==> config.mk <==
export PLATFORM = sky130hd
export DESIGN_NAME = gph_port
export DESIGN_NICKNAME = d
export VERILOG_FILES = /design/src/gph_pkg.sv /design/src/gph_port.sv /design/src/gph_sigma_delta.sv
export SDC_FILE = /design/constraint.sdc
export NUM_CORES = 1
export LEC_CHECK = 0
export BUFFER_PORTS_ARGS = -buffer_cell sky130_fd_sc_hd__buf_2
export CORE_AREA = 2 2 199 201
export DETAILED_ROUTE_END_ITERATION = 8
export DIE_AREA = 0 0 201 203
export HOLD_SLACK_MARGIN = 0.1
export PLACE_DENSITY = 0.55
export SLEW_MARGIN = 20
export SYNTH_ARGS = -nofsm -noshare
export SYNTH_HDL_FRONTEND = slang
export SYNTH_SLANG_ARGS = --single-unit
==> constraint.sdc <==
create_clock -name sys_clk -period 2.37 [get_ports sys_clk]
set_clock_uncertainty 0.1 [all_clocks]
set_input_delay 0.474 -clock sys_clk [delete_from_list [all_inputs] [get_ports sys_clk]]
set_output_delay 0.474 -clock sys_clk [all_outputs]
set_load 0.02 [all_outputs]
==> src/gph_pkg.sv <==
// Package for the general purpose IO port with pad hold.
// Assumes a single 100 MHz clock domain and plain control ports.
package gph_pkg;
   // ****************************************
   // Sizes
   // ****************************************
   localparam int unsigned NUM_PINS     = 16;
   localparam int unsigned NUM_ALT      = 4;
   localparam int unsigned DAC_WIDTH    = 8;
   // ****************************************
   // Pin function select codes
   // ****************************************
   typedef enum logic [2:0] {
      GPH_FN_GPIO = 3'h0,
      GPH_FN_HOST = 3'h1,
      GPH_FN_UART = 3'h2,
      GPH_FN_SER  = 3'h3,
      GPH_FN_COEX = 3'h4
   } gph_func_e;
   // ****************************************
   // Pull select codes
   // ****************************************
   typedef enum logic [1:0] {
      GPH_PULL_NONE = 2'h0,
      GPH_PULL_UP   = 2'h1,
      GPH_PULL_DOWN = 2'h2
   } gph_pull_e;
   // ****************************************
   // Reset values
   // ****************************************
   localparam logic [NUM_PINS-1:0]  RST_PIN_LEVEL = 16'h0000;
   localparam logic [DAC_WIDTH-1:0] RST_DAC_ACC   = 8'h00;
endpackage : gph_pkg

==> src/gph_port.sv <==
// General purpose IO port with per-pin function, pull, interrupt and pad hold.
// Assumes pad inputs synchronous to sys_clk; an outside pad cell resolves the wire.
`timescale 1ns/1ps
module gph_port
   import gph_pkg::*;
#(
   parameter int unsigned PINS = gph_pkg::NUM_PINS
) (
   input  wire logic                          sys_clk,
   input  wire logic                          arst_n,
   // Per-pin configuration, plus the shared DAC duty
   input  wire gph_pkg::gph_func_e            pin_func   [PINS],
   input  wire gph_pkg::gph_pull_e            pin_pull   [PINS],
   input  wire logic [PINS-1:0]               out_en_cfg,
   input  wire logic [PINS-1:0]               open_drain,
   input  wire logic [PINS-1:0]               src_dac,
   input  wire logic [PINS-1:0]               out_val,
   input  wire logic [gph_pkg::DAC_WIDTH-1:0] dac_duty,
   // Interrupt setup
   input  wire logic [PINS-1:0]               irq_en,
   input  wire logic [PINS-1:0]               irq_edge,
   input  wire logic [PINS-1:0]               irq_high,
   input  wire logic [PINS-1:0]               irq_clr,
   input  wire logic [PINS-1:0]               wake_en,
   input  wire logic [PINS-1:0]               wake_high,
   // Alternate function sources
   input  wire logic [PINS-1:0]               alt_out    [gph_pkg::NUM_ALT],
   input  wire logic [PINS-1:0]               alt_oe     [gph_pkg::NUM_ALT],
   // Hold control
   input  wire logic                          hold_req,
   input  wire logic                          keeper_en,
   // Pads
   input  wire logic [PINS-1:0]               pad_in,
   output logic      [PINS-1:0]               pad_out,
   output logic      [PINS-1:0]               pad_oe,
   output logic      [PINS-1:0]               pad_pu,
   output logic      [PINS-1:0]               pad_pd,
   // Status
   output logic      [PINS-1:0]               pin_level,
   output logic      [PINS-1:0]               alt_in,
   output logic      [PINS-1:0]               irq_status,
   output logic                               cpu_irq,
   output logic                               wake_irq,
   output logic                               hold_active
);

   // ****************************************
   // State
   // ****************************************
   logic [PINS-1:0] level_q;
   logic [PINS-1:0] level_d;
   logic [PINS-1:0] stat_q;
   logic [PINS-1:0] stat_d;
   logic [PINS-1:0] out_q;
   logic [PINS-1:0] out_d;
   logic [PINS-1:0] oe_q;
   logic [PINS-1:0] oe_d;
   logic [PINS-1:0] pu_q;
   logic [PINS-1:0] pu_d;
   logic [PINS-1:0] pd_q;
   logic [PINS-1:0] pd_d;
   logic [PINS-1:0] last_q;
   logic [PINS-1:0] last_d;
   logic            hold_q;
   logic            hold_d;
   logic            wake_q;
   logic            wake_d;
   logic            armed_q;
   logic            armed_d;
   logic            dac_bit;
   logic [PINS-1:0] nxt_out;
   logic [PINS-1:0] nxt_oe;
   logic [PINS-1:0] nxt_pu;
   logic [PINS-1:0] nxt_pd;
   logic [PINS-1:0] raw_hit;
   logic [PINS-1:0] wake_hit;

   gph_sigma_delta #(
      .WIDTH   (DAC_WIDTH)
   ) u_dac (
      .sys_clk (sys_clk),
      .arst_n  (arst_n),
      .duty    (dac_duty),
      .pdm_out (dac_bit)
   );

   // ****************************************
   // Per-pin drive and event logic
   // ****************************************
   generate
      for (genvar i = 0; i < PINS; i++) begin : g_pin
         logic src_val;
         logic en_val;
         logic lvl_now;
         always_comb begin
            src_val = src_dac[i] ? dac_bit : out_val[i];
            en_val  = out_en_cfg[i];
            unique case (pin_func[i])
               GPH_FN_GPIO: ;
               GPH_FN_HOST: begin
                  src_val = alt_out[0][i];
                  en_val  = alt_oe[0][i];
               end
               GPH_FN_UART: begin
                  src_val = alt_out[1][i];
                  en_val  = alt_oe[1][i];
               end
               GPH_FN_SER: begin
                  src_val = alt_out[2][i];
                  en_val  = alt_oe[2][i];
               end
               GPH_FN_COEX: begin
                  src_val = alt_out[3][i];
                  en_val  = alt_oe[3][i];
               end
               default: en_val = 1'b0;
            endcase
            // Open drain only pulls low; high level released
            if (open_drain[i]) begin
               nxt_out[i] = 1'b0;
               nxt_oe[i]  = en_val & ~src_val;
            end else begin
               nxt_out[i] = src_val;
               nxt_oe[i]  = en_val;
            end
            nxt_pu[i]   = (pin_pull[i] == GPH_PULL_UP);
            nxt_pd[i]   = (pin_pull[i] == GPH_PULL_DOWN);
            lvl_now     = pad_in[i] == irq_high[i];
            // Edge mode fires on transition into active level
            // No edge in first cycle after reset; prior level unknown
            raw_hit[i]  = irq_en[i] & ~nxt_oe[i] & lvl_now &
                          (~irq_edge[i] | (armed_q & (level_q[i] != pad_in[i])));
            wake_hit[i] = wake_en[i] & ~nxt_oe[i] & (pad_in[i] == wake_high[i]);
         end
      end
   endgenerate

   // ****************************************
   // Next state
   // ****************************************
   always_comb begin
      level_d = pad_in;
      // Set wins over clear
      stat_d  = (stat_q & ~irq_clr) | raw_hit;
      wake_d  = |wake_hit;
      hold_d  = hold_req;
      armed_d = 1'b1;
      // Keep last driven output level (out_q) for keeper while undriven
      last_d  = (last_q & ~oe_q) | (out_q & oe_q);
      if (hold_req) begin
         out_d = out_q;
         oe_d  = '0;
         pu_d  = pu_q;
         pd_d  = pd_q;
         if (keeper_en) begin
            pu_d = last_q;
            pd_d = ~last_q;
         end
      end else begin
         // Drive registered once; no intermediate glitch on release
         out_d = nxt_out;
         oe_d  = nxt_oe;
         pu_d  = nxt_pu;
         pd_d  = nxt_pd;
         if (keeper_en) begin
            pu_d = nxt_pu | (~nxt_oe & ~nxt_pd & last_q);
            pd_d = nxt_pd | (~nxt_oe & ~nxt_pu & ~last_q);
         end
      end
   end

   always_ff @(posedge sys_clk or negedge arst_n) begin
      if (!arst_n) begin
         level_q <= PINS'(RST_PIN_LEVEL);
         stat_q  <= '0;
         out_q   <= '0;
         oe_q    <= '0;
         pu_q    <= '0;
         pd_q    <= '0;
         last_q  <= '0;
         hold_q  <= 1'b0;
         armed_q <= 1'b0;
         wake_q  <= 1'b0;
      end else begin
         level_q <= level_d;
         stat_q  <= stat_d;
         out_q   <= out_d;
         oe_q    <= oe_d;
         pu_q    <= pu_d;
         pd_q    <= pd_d;
         last_q  <= last_d;
         hold_q  <= hold_d;
         armed_q <= armed_d;
         wake_q  <= wake_d;
      end
   end

   // ****************************************
   // Outputs
   // ****************************************
   assign pad_out     = out_q;
   assign pad_oe      = oe_q;
   assign pad_pu      = pu_q;
   assign pad_pd      = pd_q;
   assign pin_level   = level_q;
   assign alt_in      = level_q;
   assign irq_status  = stat_q;
   assign cpu_irq     = |stat_q;
   assign wake_irq    = wake_q;
   assign hold_active = hold_q;

endmodule // gph_port

==> src/gph_sigma_delta.sv <==
// First-order sigma-delta pulse-density modulator.
// Assumes duty is held steady by the caller between updates.
`timescale 1ns/1ps
module gph_sigma_delta #(
   parameter int unsigned WIDTH = gph_pkg::DAC_WIDTH
) (
   input  wire logic             sys_clk,
   input  wire logic             arst_n,
   input  wire logic [WIDTH-1:0] duty,
   output logic                  pdm_out
);
   import gph_pkg::*;

   logic [WIDTH-1:0] acc_q;
   logic [WIDTH-1:0] acc_d;
   logic             pdm_q;
   logic             pdm_d;

   always_comb begin
      logic [WIDTH:0] sum;
      sum   = {1'b0, acc_q} + {1'b0, duty};
      acc_d = sum[WIDTH-1:0];
      pdm_d = sum[WIDTH];
   end

   always_ff @(posedge sys_clk or negedge arst_n) begin
      if (!arst_n) begin
         acc_q <= WIDTH'(RST_DAC_ACC);
         pdm_q <= 1'b0;
      end else begin
         acc_q <= acc_d;
         pdm_q <= pdm_d;
      end
   end

   assign pdm_out = pdm_q;
endmodule // gph_sigma_delta
Word-level counts from Yosys, hierarchy flattened --
Index checks and enable logic that the tools add are counted.
Cells by class: add/sub/neg operators 1, eq/ne operators 145, multiplexer cells 87, bitwise logic cells 193, reductions and logical operators 18
Operators by type and width (count):
- 1-bit bitwise AND | 112
- 16-bit bitwise AND | 7
- 16-bit two-way mux | 7
- 3-bit by 2-bit equality test with 1-bit output, second input constant | 32
- 16-bit inverter | 6
- 1-bit case mux with 5 select lines | 16
- 16-bit bitwise OR | 4
- 1-bit case mux with 4 select lines | 16
- 3-bit by 1-bit equality test with 1-bit output, second input constant | 16
- 3-bit equality test, second input constant | 16
- 3-bit logical NOT | 16
- 1-bit two-way mux | 48
- 1-bit inverter | 48
- 1-bit equality test | 32
- 2-bit by 1-bit equality test with 1-bit output, second input constant | 16
- 2-bit equality test, second input constant | 16
- 16-bit OR reduction | 2
- 1-bit inequality test | 16
- 1-bit bitwise OR | 16
- 8-bit by 8-bit adder with 9-bit output | 1
- 2-bit by 1-bit inequality test with 1-bit output, second input constant | 1
Word-level totals: register bits 124, input port bits 396, output and inout bits 115, word-level logic and storage cells 456

Logic depth before layout (Yosys ltp) --
Gate-level depths: netlist of run 1.
word-level depth 11, mapped depth 10, depth with buffers taken out 10

Cells and area by module --
Synthesis of run 1 repeated with hierarchy kept, for this count alone.
Second synthesis, totals: cell total of the unflattened synthesis 985, area total of the unflattened synthesis 8526.9 um^2
By module, submodules not included:
- gph_port | times used 1, cells each 938, area each 7996.4 um^2, sequential area each 2877.8 um^2
- gph_sigma_delta | times used 1, cells each 47, area each 530.5 um^2, sequential area each 225.2 um^2

Worst setup path after synthesis of run 1 --
No wires, ideal clock.
path type input port to flip-flop, start input port pin_func[37] (netlist name), end register wake_q (netlist: wake_irq), setup time 139 ps, data arrival time 2650 ps, required time 2131 ps, slack -519 ps, cell stages on the path 8, path buffers 1, cells stage by stage buf_2 > or4b_1 > o21ai_2 > nor3_1 > a2111oi_2 > nand4_1 > or4_1 > or4_1
Between the ends: word-level cells in the longest chain between the ends 9, elaborated cells between the ends (all ways) 14, classes of those cells eq/ne (4); mux (3); bitwise (5); reduce/logical (2)
RTL lines:
- from (decl) | line gph_port.sv:12 | input wire gph_pkg::gph_func_e pin_func [PINS],
- 3-bit equality test, or another cell as far along | line gph_port.sv:98 | unique case (pin_func[i])
- 1-bit case mux with 4 select lines | line gph_port.sv:98
- 1-bit inverter | line gph_port.sv:121 | nxt_oe[i] = en_val & ~src_val;
- 1-bit bitwise AND | line gph_port.sv:121
- 1-bit two-way mux (*) | line gph_port.sv:119 | if (open_drain[i]) begin
- 1-bit inverter (*) | line gph_port.sv:133 | wake_hit[i] = wake_en[i] & ~nxt_oe[i] & (pad_in[i] == wake_high[i]);
- 1-bit bitwise AND (*) (2 in series) | line gph_port.sv:133
- 16-bit OR reduction (*) | line gph_port.sv:145 | wake_d = |wake_hit;
- named net wake_d | line gph_port.sv:67 | logic wake_d;
- to (signal assigned) | line gph_port.sv:194 | wake_q <= wake_d;
- to (decl) | line gph_port.sv:66 | logic wake_q;
The timed path passes the listed nets; every way through them passes the cells marked *. A chain may end at the register's enable or synchronous reset.

Worst setup path after layout of run 1 --
start register u_dac.pdm_q (netlist: u_dac.pdm_out), end register wake_q (netlist: wake_irq)
Between the ends: word-level cells in the longest chain between the ends 9, elaborated cells between the ends (all ways) 129, classes of those cells mux (48); bitwise (80); reduce/logical (1)
RTL lines:
- from (decl) | line gph_sigma_delta.sv:16 | logic pdm_q;
- from (signal assigned) | line gph_sigma_delta.sv:32 | pdm_q <= pdm_d;
- 1-bit two-way mux | line gph_port.sv:96 | src_val = src_dac[i] ? dac_bit : out_val[i];
- 1-bit case mux with 4 select lines | line gph_port.sv:98
- 1-bit inverter | line gph_port.sv:121
- 1-bit bitwise AND | line gph_port.sv:121
- 1-bit two-way mux | line gph_port.sv:119
- 1-bit inverter | line gph_port.sv:133
- 1-bit bitwise AND (2 in series) | line gph_port.sv:133
- 16-bit OR reduction (*) | line gph_port.sv:145
- named net wake_d | line gph_port.sv:67
Marks and branches as above.

==> results of run 1 <==
-- synth_stat cells, drive strengths merged, types with 4 or more instances --
cell    count
mux2i      43
and2       17
dfrtp     124
o21ai      85
o32ai       5
nor2b      47
nand3      27
mux2       43
inv        46
a22o        8
ha          8
or4b        4
a211oi      8
a31oi       7
o211ai     10
xnor2      19
a21oi      32
a221oi      4
a21o        4
nor3       19
nand2     128
o31ai      11
buf        23
o22ai      12
mux4        8
o221ai     17
nand2b     37
nand3b     14
nor2       68
o21a        4
clkbuf     24
nor4        4
nor3b      11
-- critical path, delay by kind of cell, from the launching register on --
family          cells  cell delay [ns]
simple gates        4             1.17
mux                 2             0.75
flops               1             0.42
compound gates      1             0.21
buf+inv             1             0.14
-- placed cells by master, fill, tap and decap left out, types with 5 or more instances in the layout --
master	instances
sky130_fd_sc_hd__a211oi_1	7
sky130_fd_sc_hd__a21oi_1	27
sky130_fd_sc_hd__a22o_1	8
sky130_fd_sc_hd__a31oi_1	6
sky130_fd_sc_hd__and2_1	12
sky130_fd_sc_hd__buf_12	5
sky130_fd_sc_hd__buf_2	508
sky130_fd_sc_hd__buf_4	144
sky130_fd_sc_hd__buf_6	8
sky130_fd_sc_hd__clkbuf_16	17
sky130_fd_sc_hd__clkbuf_8	5
sky130_fd_sc_hd__dfrtp_1	123
sky130_fd_sc_hd__ha_1	8
sky130_fd_sc_hd__inv_1	46
sky130_fd_sc_hd__mux2_2	36
sky130_fd_sc_hd__mux2_4	6
sky130_fd_sc_hd__mux2i_1	37
sky130_fd_sc_hd__mux4_2	8
sky130_fd_sc_hd__nand2_1	127
sky130_fd_sc_hd__nand2b_1	35
sky130_fd_sc_hd__nand3_1	26
sky130_fd_sc_hd__nand3b_1	14
sky130_fd_sc_hd__nor2_1	64
sky130_fd_sc_hd__nor2b_1	46
sky130_fd_sc_hd__nor3_1	17
sky130_fd_sc_hd__nor3b_1	11
sky130_fd_sc_hd__o211ai_1	10
sky130_fd_sc_hd__o21ai_0	74
sky130_fd_sc_hd__o21ai_2	7
sky130_fd_sc_hd__o221ai_1	12
sky130_fd_sc_hd__o221ai_2	5
sky130_fd_sc_hd__o22ai_1	10
sky130_fd_sc_hd__o31ai_1	10
sky130_fd_sc_hd__xnor2_1	19
-- final timing paths --
check	to	slack [ns]	startpoint
max in group asynchronous	alt_in[4]	1.09	arst_n
hold / removal	irq_status[2]	0.13	irq_clr[2]
setup reg to reg	wake_irq	-0.55	u_dac.pdm_out
min in group asynchronous	u_dac.acc_q[7]	0.46	arst_n
setup / recovery	wake_irq	-0.55	u_dac.pdm_out
hold reg to reg	u_dac.acc_q[0]	0.37	u_dac.acc_q[0]
-- routing by layer --
metal	wire, µm	track usage (%)	part of all wire, %	up-vias
met3	2450	4.67	6.4	55
met5	49	0	0.13	-
met2	19800	34.0	52	357
li1	-	-	-	4746
met4	895	6.06	2.3	8
met1	15200	20.7	40	4538
-- layout make-up --
class	instances	area share [%]
Multi-Input combinational cell	750	38.9
Timing Repair Buffer	667	28.2
Sequential cell	124	22.8
Tap cell	518	4.75
Clock buffer	23	3.65
Inverter	46	1.27
Clock inverter	6	0.459
Antenna cell	4	0.0734
-- metrics by stage --
| stage | total power (W) | hold slack (ns) |
|---|---|---|
| finish | 0.00878 | 0.131 |
| global route | 0.00933 | 0.109 |
| CTS | 0.00880 | 0.105 |
| detailed placement | 0.00599 | 0.346 |
| global placement | 0.00593 | 0.345 |
| floorplan | 0.00439 | 0.0784 |
-- power breakdown --
group	total (W)	internal (W)	switching (W)
sequential	0.00279	0.00250	0.000289
clock	0.00256	0.00156	0.00100
combinational	0.00343	0.00168	0.00175
-- what timing repair did --
item,CTS,global route
endpoints found under the hold margin,40,0
setup buffers,4,4
gates cloned,0,0
gates resized for setup,50,37
endpoints found under the setup margin,43,38
hold buffers,1,0
pin swaps,20,14
-- kinds of logic after synthesis --
group           after synthesis  share of synthesized area (%)
other cells                   1                         0.0443
mux                          94                           12.9
simple gates                391                           23.2
xor+xnor                     22                           2.28
flops                       124                           36.7
fa+ha+maj                     9                           1.42
buf+inv                      93                           4.97
compound gates              233                           18.5
==> results.txt, run 1 <==
- Average cell area after synthesis: 8.75 µm²
- Skew-Pair Late Insertion Delay: 0.42 ns
* Type of element capturing the critical path: flop
- The clock net in this run drives a total of 124 sinks.
- Fmax: 342 MHz
- The synthesized design contains 0 enable-type register cells.
- Global routing used 18.4% of the available tracks.
* Die Y-Extent: 203 µm
- Worst Reg-to-Reg Cells: 8
- Outcome: finished, violations left
* Unrepaired setup endpoints after global routing: yes
* DIE AREA: 40,800 µm²
- Worst Path Max Fanout: 3
- Final worst-path setup slack: -0.552 ns
* Transition time of the tightest slew-check pin: 0.768 ns
- In the final routed layout, each cell accounts on average for 18.0 µm.
* Detailed router's first-iteration violation count: 380
- Biggest area consumer among synthesized cells: sky130_fd_sc_hd__dfrtp_1
* Count of unique library cells instantiated by Yosys: 70
- Summed over all cells, the static leakage comes to 6.72 nW.
- For this run, the register share of the synthesized area comes to 36.7%.
- The area growth from synthesis to layout is 61.0%.
- Cell count after synthesis: 967
- Count of fill cells added during filler insertion: 4,067
- Final-report setup violation count: 12
- Hold Fails Final Rpt: 0
* Post-synthesis register bit count: 124
* Num CTS Buffers: 17
- Pre-CTS worst setup slack: -0.982 ns
- The congestion estimate from routability-driven global placement came to 0.893.
- Pin count of the biggest net entering global routing: 102
- In this run the horizontal extent of the chip is 201 µm.
- Cell at the root of the clock tree: sky130_fd_sc_hd__clkbuf_16
- In this run the remaining antenna-violating nets after routing total 0.
* Setup_tns: -0.900 ns
- During synthesis, Yosys emitted a total of 0 warnings.
* Worst min path class: input pin to flop
* Violated checks: negative setup slack
- Slew headroom: 48.5%
- Critical Path AT: 3.10 ns
* Number of placed instances, taps included: 2,097
- Flip-flop cell with the highest count after synthesis: sky130_fd_sc_hd__dfrtp_1
- The net count of the finished layout is 2,011.
* Final wirelength: 38.4 mm
- Area of the mapped netlist: 8470 µm²
- Port buffering added 510 buffers.
- The detailed router placed 9,704 vias in this run.
* Proportion of netlist area held by the largest area contributor: 36.7%
* Maximum buffer depth of the clock tree: 2
- Placed instance area: 12,600 µm²
- For this run, the detailed router's first-pass iteration total came to 5.
- Area of combinational cells with multiple inputs: 5300 µm²
- Number of non-filler instances in the completed layout: 2,138
- Number of rows created at floorplan: 72
- Max_cap viols: 0
- Once the floorplan was initialized, standard cells occupied 22.0% of the core.
- Detailed placement HPWL: 32.1 mm
* Fraction of the core area covered by cells at the end of the flow: 35.4%
- TritonCTS clock tree: built
- The worst path in the final design needs a cycle of 2.92 ns, including I/O delays and setup.
- The post-route netlist has 49.9% of its cells at a drive strength greater than 1.
- Of all flip-flops after synthesis, the portion carrying an async set or reset was 100%.
- Path type of the worst setup path: flop to flop
- Vias in the first global route: 9,943
- Number of cells on the worst hold path: 2
- Summing all non-filler instances in the final layout gives an area of 13,600 µm².
* Count of boundary I/O pins: 511
- Number of pins with negative max-slew slack in the final report: 0
* Antenna violations before repair: 8
* Clk slew on worst S/H paths: 0.06 ns
* Synthesized net count: 1,372
* Worst IR Drop VDD: 0.000450 V
- In the routed design, unresolved DRC markers number 0.
* Worst path cell trace: buf_12 -> mux2_2 -> mux4_2 -> nand2b_2 -> o22a_1 -> nand4_1 -> or4_4 -> or4_1
* Data required time at the worst endpoint: 2.55 ns
- Placeable Area: 38,500 µm²
- In the routed layout, each cell is associated on average with a via count of 4.54.
- CP max-delay cell: sky130_fd_sc_hd__or4_1
- On the worst path, the slowest cell contributes a delay of 0.48 ns.
- Largest cells by area after synthesis: sky130_fd_sc_hd__dfrtp_1 (37%), sky130_fd_sc_hd__nand2_1 (5.7%), sky130_fd_sc_hd__mux2_2 (5.5%)
- The sequential cells in the finished layout cover a total of 3100 µm².
- Global-route congestion overflow total: 0
- The first global-routing pass estimated 56.8 mm of wire.
- Dividing total power by cell area gives a power density of 644 nW/µm².
* Final worst-path cycle share: 123%
- Category of the worst setup path launch point: flop
- Number of H-tree levels: 4
Power figures use the tool's default switching activity.
==> inputs of run 2 (changes only) <==
--- a/config.mk
+++ b/config.mk
@@ -10,7 +10,7 @@
 export DETAILED_ROUTE_END_ITERATION = 8
 export DIE_AREA = 0 0 201 203
 export HOLD_SLACK_MARGIN = 0.1
-export PLACE_DENSITY = 0.55
+export PLACE_DENSITY = 0.48
 export SLEW_MARGIN = 20
 export SYNTH_ARGS = -nofsm -noshare
 export SYNTH_HDL_FRONTEND = slang
==> run 2 against run 1 <==
Net effect: the flow still finishes with violations (negative setup slack); core utilization is 0.18 points lower; combinational power decreased by 1%; register-to-register slack barely moved; final area decreased by 0.50%; routed wire length fell by 2.4%; non-clock buffer count increased by 5; sequential share of layout area grew 0.11 points; setup slack gained 0.0033 ns; cell count grew 0.19%; critical path depth unchanged; clock-buffer cell count unchanged; critical path type unchanged; critical endpoint unchanged; largest power group unchanged.
==> results.txt, run 2 (synthesis results as in run 1) <==
- Max_cap viols: 0 (unchanged)
* Final wirelength: 37.5 mm (-2.4%)
* Critical Path AT: 3.11 ns (about the same)
* Fmax: 343 MHz (+0.11%)
- Antenna violations before repair: 2 (-6)
- Count of fill cells added during filler insertion: 4,061 (-0.15%)
- The floorplan die height came to 203 µm (unchanged).
* Area delta synth->final: 60.2%
* Share of power burned in combinational logic: 38.1% (-1.0 points)
* R2R Path End: wake_irq
- The net load switching power came to 0.00301 W (-0.97%).
- Number of H-tree levels: 4 (unchanged)
- The total core area is 38,500 µm² (unchanged).
- The count of unresolved DRC violations after routing is 0 (unchanged).
- The net switching fraction of the power was 33.8% (-0.78 points).
- The total power divided by cell area was 656 nW/µm² (+1.8%).
- Static power due to leakage: 6.74 nW (+0.31%)
- Global-route congestion overflow total: 0 (unchanged)
- The clock insertion delay at the later pin of the skew report is 0.42 ns (about the same).
- The routing usage on met2 came to 33.2% (-0.77 points).
- Global-route track usage on met3: 4.25% (-0.42 points)
- The part of the cycle the worst path needs came to 123% (-0.14 points).
- Number of pins with negative max-slew slack in the final report: 0 (unchanged)
- Count of nets after finishing: 2,016 (+0.25%)
* Number of placed instances, taps included: 2,095 (-0.095%)
- CTS placed an instance of sky130_fd_sc_hd__clkbuf_16 at the clock tree root.
- The weighted congestion at the end of routability-driven global placement is 0.867 (-2.9%).
- The minimum setup slack in the final design was -0.549 ns (+0.00331 ns).
* Wire length of the first global-routing pass: 55.7 mm (-1.9%)
- Leading cell types in the layout, fill and taps excluded: sky130_fd_sc_hd__buf_2 (508), sky130_fd_sc_hd__buf_4 (145), sky130_fd_sc_hd__nand2_1 (128)
- Pin count of the biggest net entering global routing: 44 (-57%)
- Number of rows created at floorplan: 72 (unchanged)
- TritonRoute pass-1 iters: 5 (unchanged)
* Final worst path period need: 2.92 ns (-0.00331 ns)
- The worst hold slack was 0.127 ns (-0.00378 ns).
- Worst Path Max Fanout: 6 (+3)
- Proportion of power drawn by flip-flops and latches: 31.3% (-0.5 points)
* Outcome: finished, violations left
- Setup repair after global routing could not meet its margin everywhere.
* Category of the worst setup path launch point: flop
- Num CTS Buffers: 17 (unchanged)
- The met1 track demand over resource in global routing is 21.2% (+0.52 points).
- The mean number of vias per cell was 4.44 (-2.3%).
- Maximum buffer depth of the clock tree: 2 (unchanged)
- Clk slew on worst S/H paths: 0.06 ns (about the same)
* Initial standard-cell utilization of the core: 22.0% (unchanged)
- Type of element capturing the critical path: flop
* Slew headroom: 56.4% (+7.9 points)
- DIE AREA: 40,800 µm² (unchanged)
* Global-route usage over all layers: 18.0% (-0.42 points)
- The library cell used most frequently in the layout, excluding fill and tap cells, is sky130_fd_sc_hd__buf_2.
* Final-report setup violation count: 8 (-4)
- Worst IR Drop VDD: 0.000465 V (+3.4%)
- Path type of the worst setup path: flop to flop
- Internal: 0.00589 W (+2.5%)
* Transition time of the tightest slew-check pin: 0.649 ns (-0.119 ns)
* Violated checks: negative setup slack
* Share of layout cells above drive strength 1: 48.7% (-1.2 points)
- TritonCTS clock tree: built
* Reg-to-reg slack, setup: -0.55 ns (about the same)
- The post-detailed-route wirelength per cell came to 17.5 µm (-2.6%).
- The post-layout instance count excluding filler cells is 2,142 (+0.19%).
- The setup total negative slack is -1.60 ns (-0.705 ns).
- End point of the worst hold path: irq_status[12]
- The overall die width is 201 µm (unchanged).
* Hold Fails Final Rpt: 0 (unchanged)
- Port Buffer Count: 510 (unchanged)
* Count of boundary I/O pins: 511 (unchanged)
- Via count of the routed design: 9,501 (-2.1%)
- Number of cells on the worst hold path: 2 (unchanged)
- Hold path start: irq_clr[12]
- Reg-to-Reg Start: u_dac.pdm_out
- Worst Reg-to-Reg Cells: 8 (unchanged)
- Post-detailed-route count of antenna-violating nets: 0 (unchanged)
- Data required time at the worst endpoint: 2.56 ns (about the same)
- Detailed router's first-iteration violation count: 309 (-19%)
* Fraction of the core area covered by cells at the end of the flow: 35.3% (-0.18 points)
- The path class of the tightest hold or removal check is input pin to flop.
- The post-DP HPWL was 31.5 mm (-1.8%).
- The share of power burned in the clock network came to 30.6% (+1.4 points).
- The number of global-route vias before repair is 9,744 (-2.0%).
- The layer flagged by global routing as most heavily used is met2.
* Clock net sink count: 124 (unchanged)
==> run 2: area by class of cell <==
class | instances | area, µm² | share of cell area (%)
Multi-Input combinational cell | 750 | 5150 | 38.0
Sequential cell | 124 | 3100 | 22.9
Clock buffer | 23 | 478 | 3.52
Antenna cell | 1 | 2.50 | 0.0184
Timing Repair Buffer | 672 | 3900 | 28.7
Tap cell | 518 | 648 | 4.78
Inverter | 46 | 173 | 1.27
Clock inverter | 8 | 115 | 0.849
==> run 2: power by group through the flow <==
stage          sequential [W]  clock [W]  combinational, W
4_1_cts               0.00279    0.00281           0.00335
6_report              0.00278    0.00273           0.00339
3_5_place_dp          0.00283          0           0.00318
2_1_floorplan         0.00300          0           0.00138
5_1_grt               0.00284    0.00290           0.00374
3_3_place_gp          0.00282          0           0.00316
==> run 2: stage by stage <==
stage,total power [W],area (µm²),setup slack [ns]
after floorplan,0.00439,8480,-0.295
final,0.00889,13600,-0.549
after detailed placement,0.00601,12600,-0.775
after global placement,0.00598,12600,-0.752
after CTS,0.00895,13400,-0.553
after global routing,0.00948,13600,-0.612
==> run 2: worst max-delay path by stage <==
| stage | slack (ns) | startpoint | to | cells past startpoint |
|---|---|---|---|---|
| global route | -0.61 | u_dac.pdm_out | wake_irq | 9 |
| finish | -0.55 | u_dac.pdm_out | wake_irq | 8 |
| CTS | -0.55 | u_dac.pdm_out | wake_irq | 8 |
| global placement | -0.75 | u_dac.pdm_out | wake_irq | 8 |
| floorplan | -0.29 | src_dac[0] | wake_irq | 7 |
| detailed placement | -0.78 | u_dac.pdm_out | wake_irq | 8 |
==> run 2: metal layers <==
layer / wire length [µm] / share of wire, % / vias to the layer above
met3: 2270 / 6.1 / 22
met5: 16 / 0.043 / -
met4: 359 / 0.96 / 2
li1: - / - / 4751
met2: 19300 / 52 / 320
met1: 15500 / 41 / 4406
==> run 2: what timing repair did <==
item                                    CTS  global route
resized for setup                        25            39
endpoints found under the setup margin   19            32
pin swaps                                 2             9
hold endpoints to repair                 42             0
setup buffers                            13             6
hold buffers                              4             0
==> run 2: worst max-delay path: stages, from the launching register on <==
cell and delay (ns):
sky130_fd_sc_hd__dfrtp_1 0.39, sky130_fd_sc_hd__buf_12 0.15, sky130_fd_sc_hd__mux2_4 0.26, sky130_fd_sc_hd__mux4_2 0.46, sky130_fd_sc_hd__mux2i_2 0.20, sky130_fd_sc_hd__nand2b_4 0.17, sky130_fd_sc_hd__o22ai_2 0.08, sky130_fd_sc_hd__or4_1 0.49
sky130_fd_sc_hd__or4_4 0.49
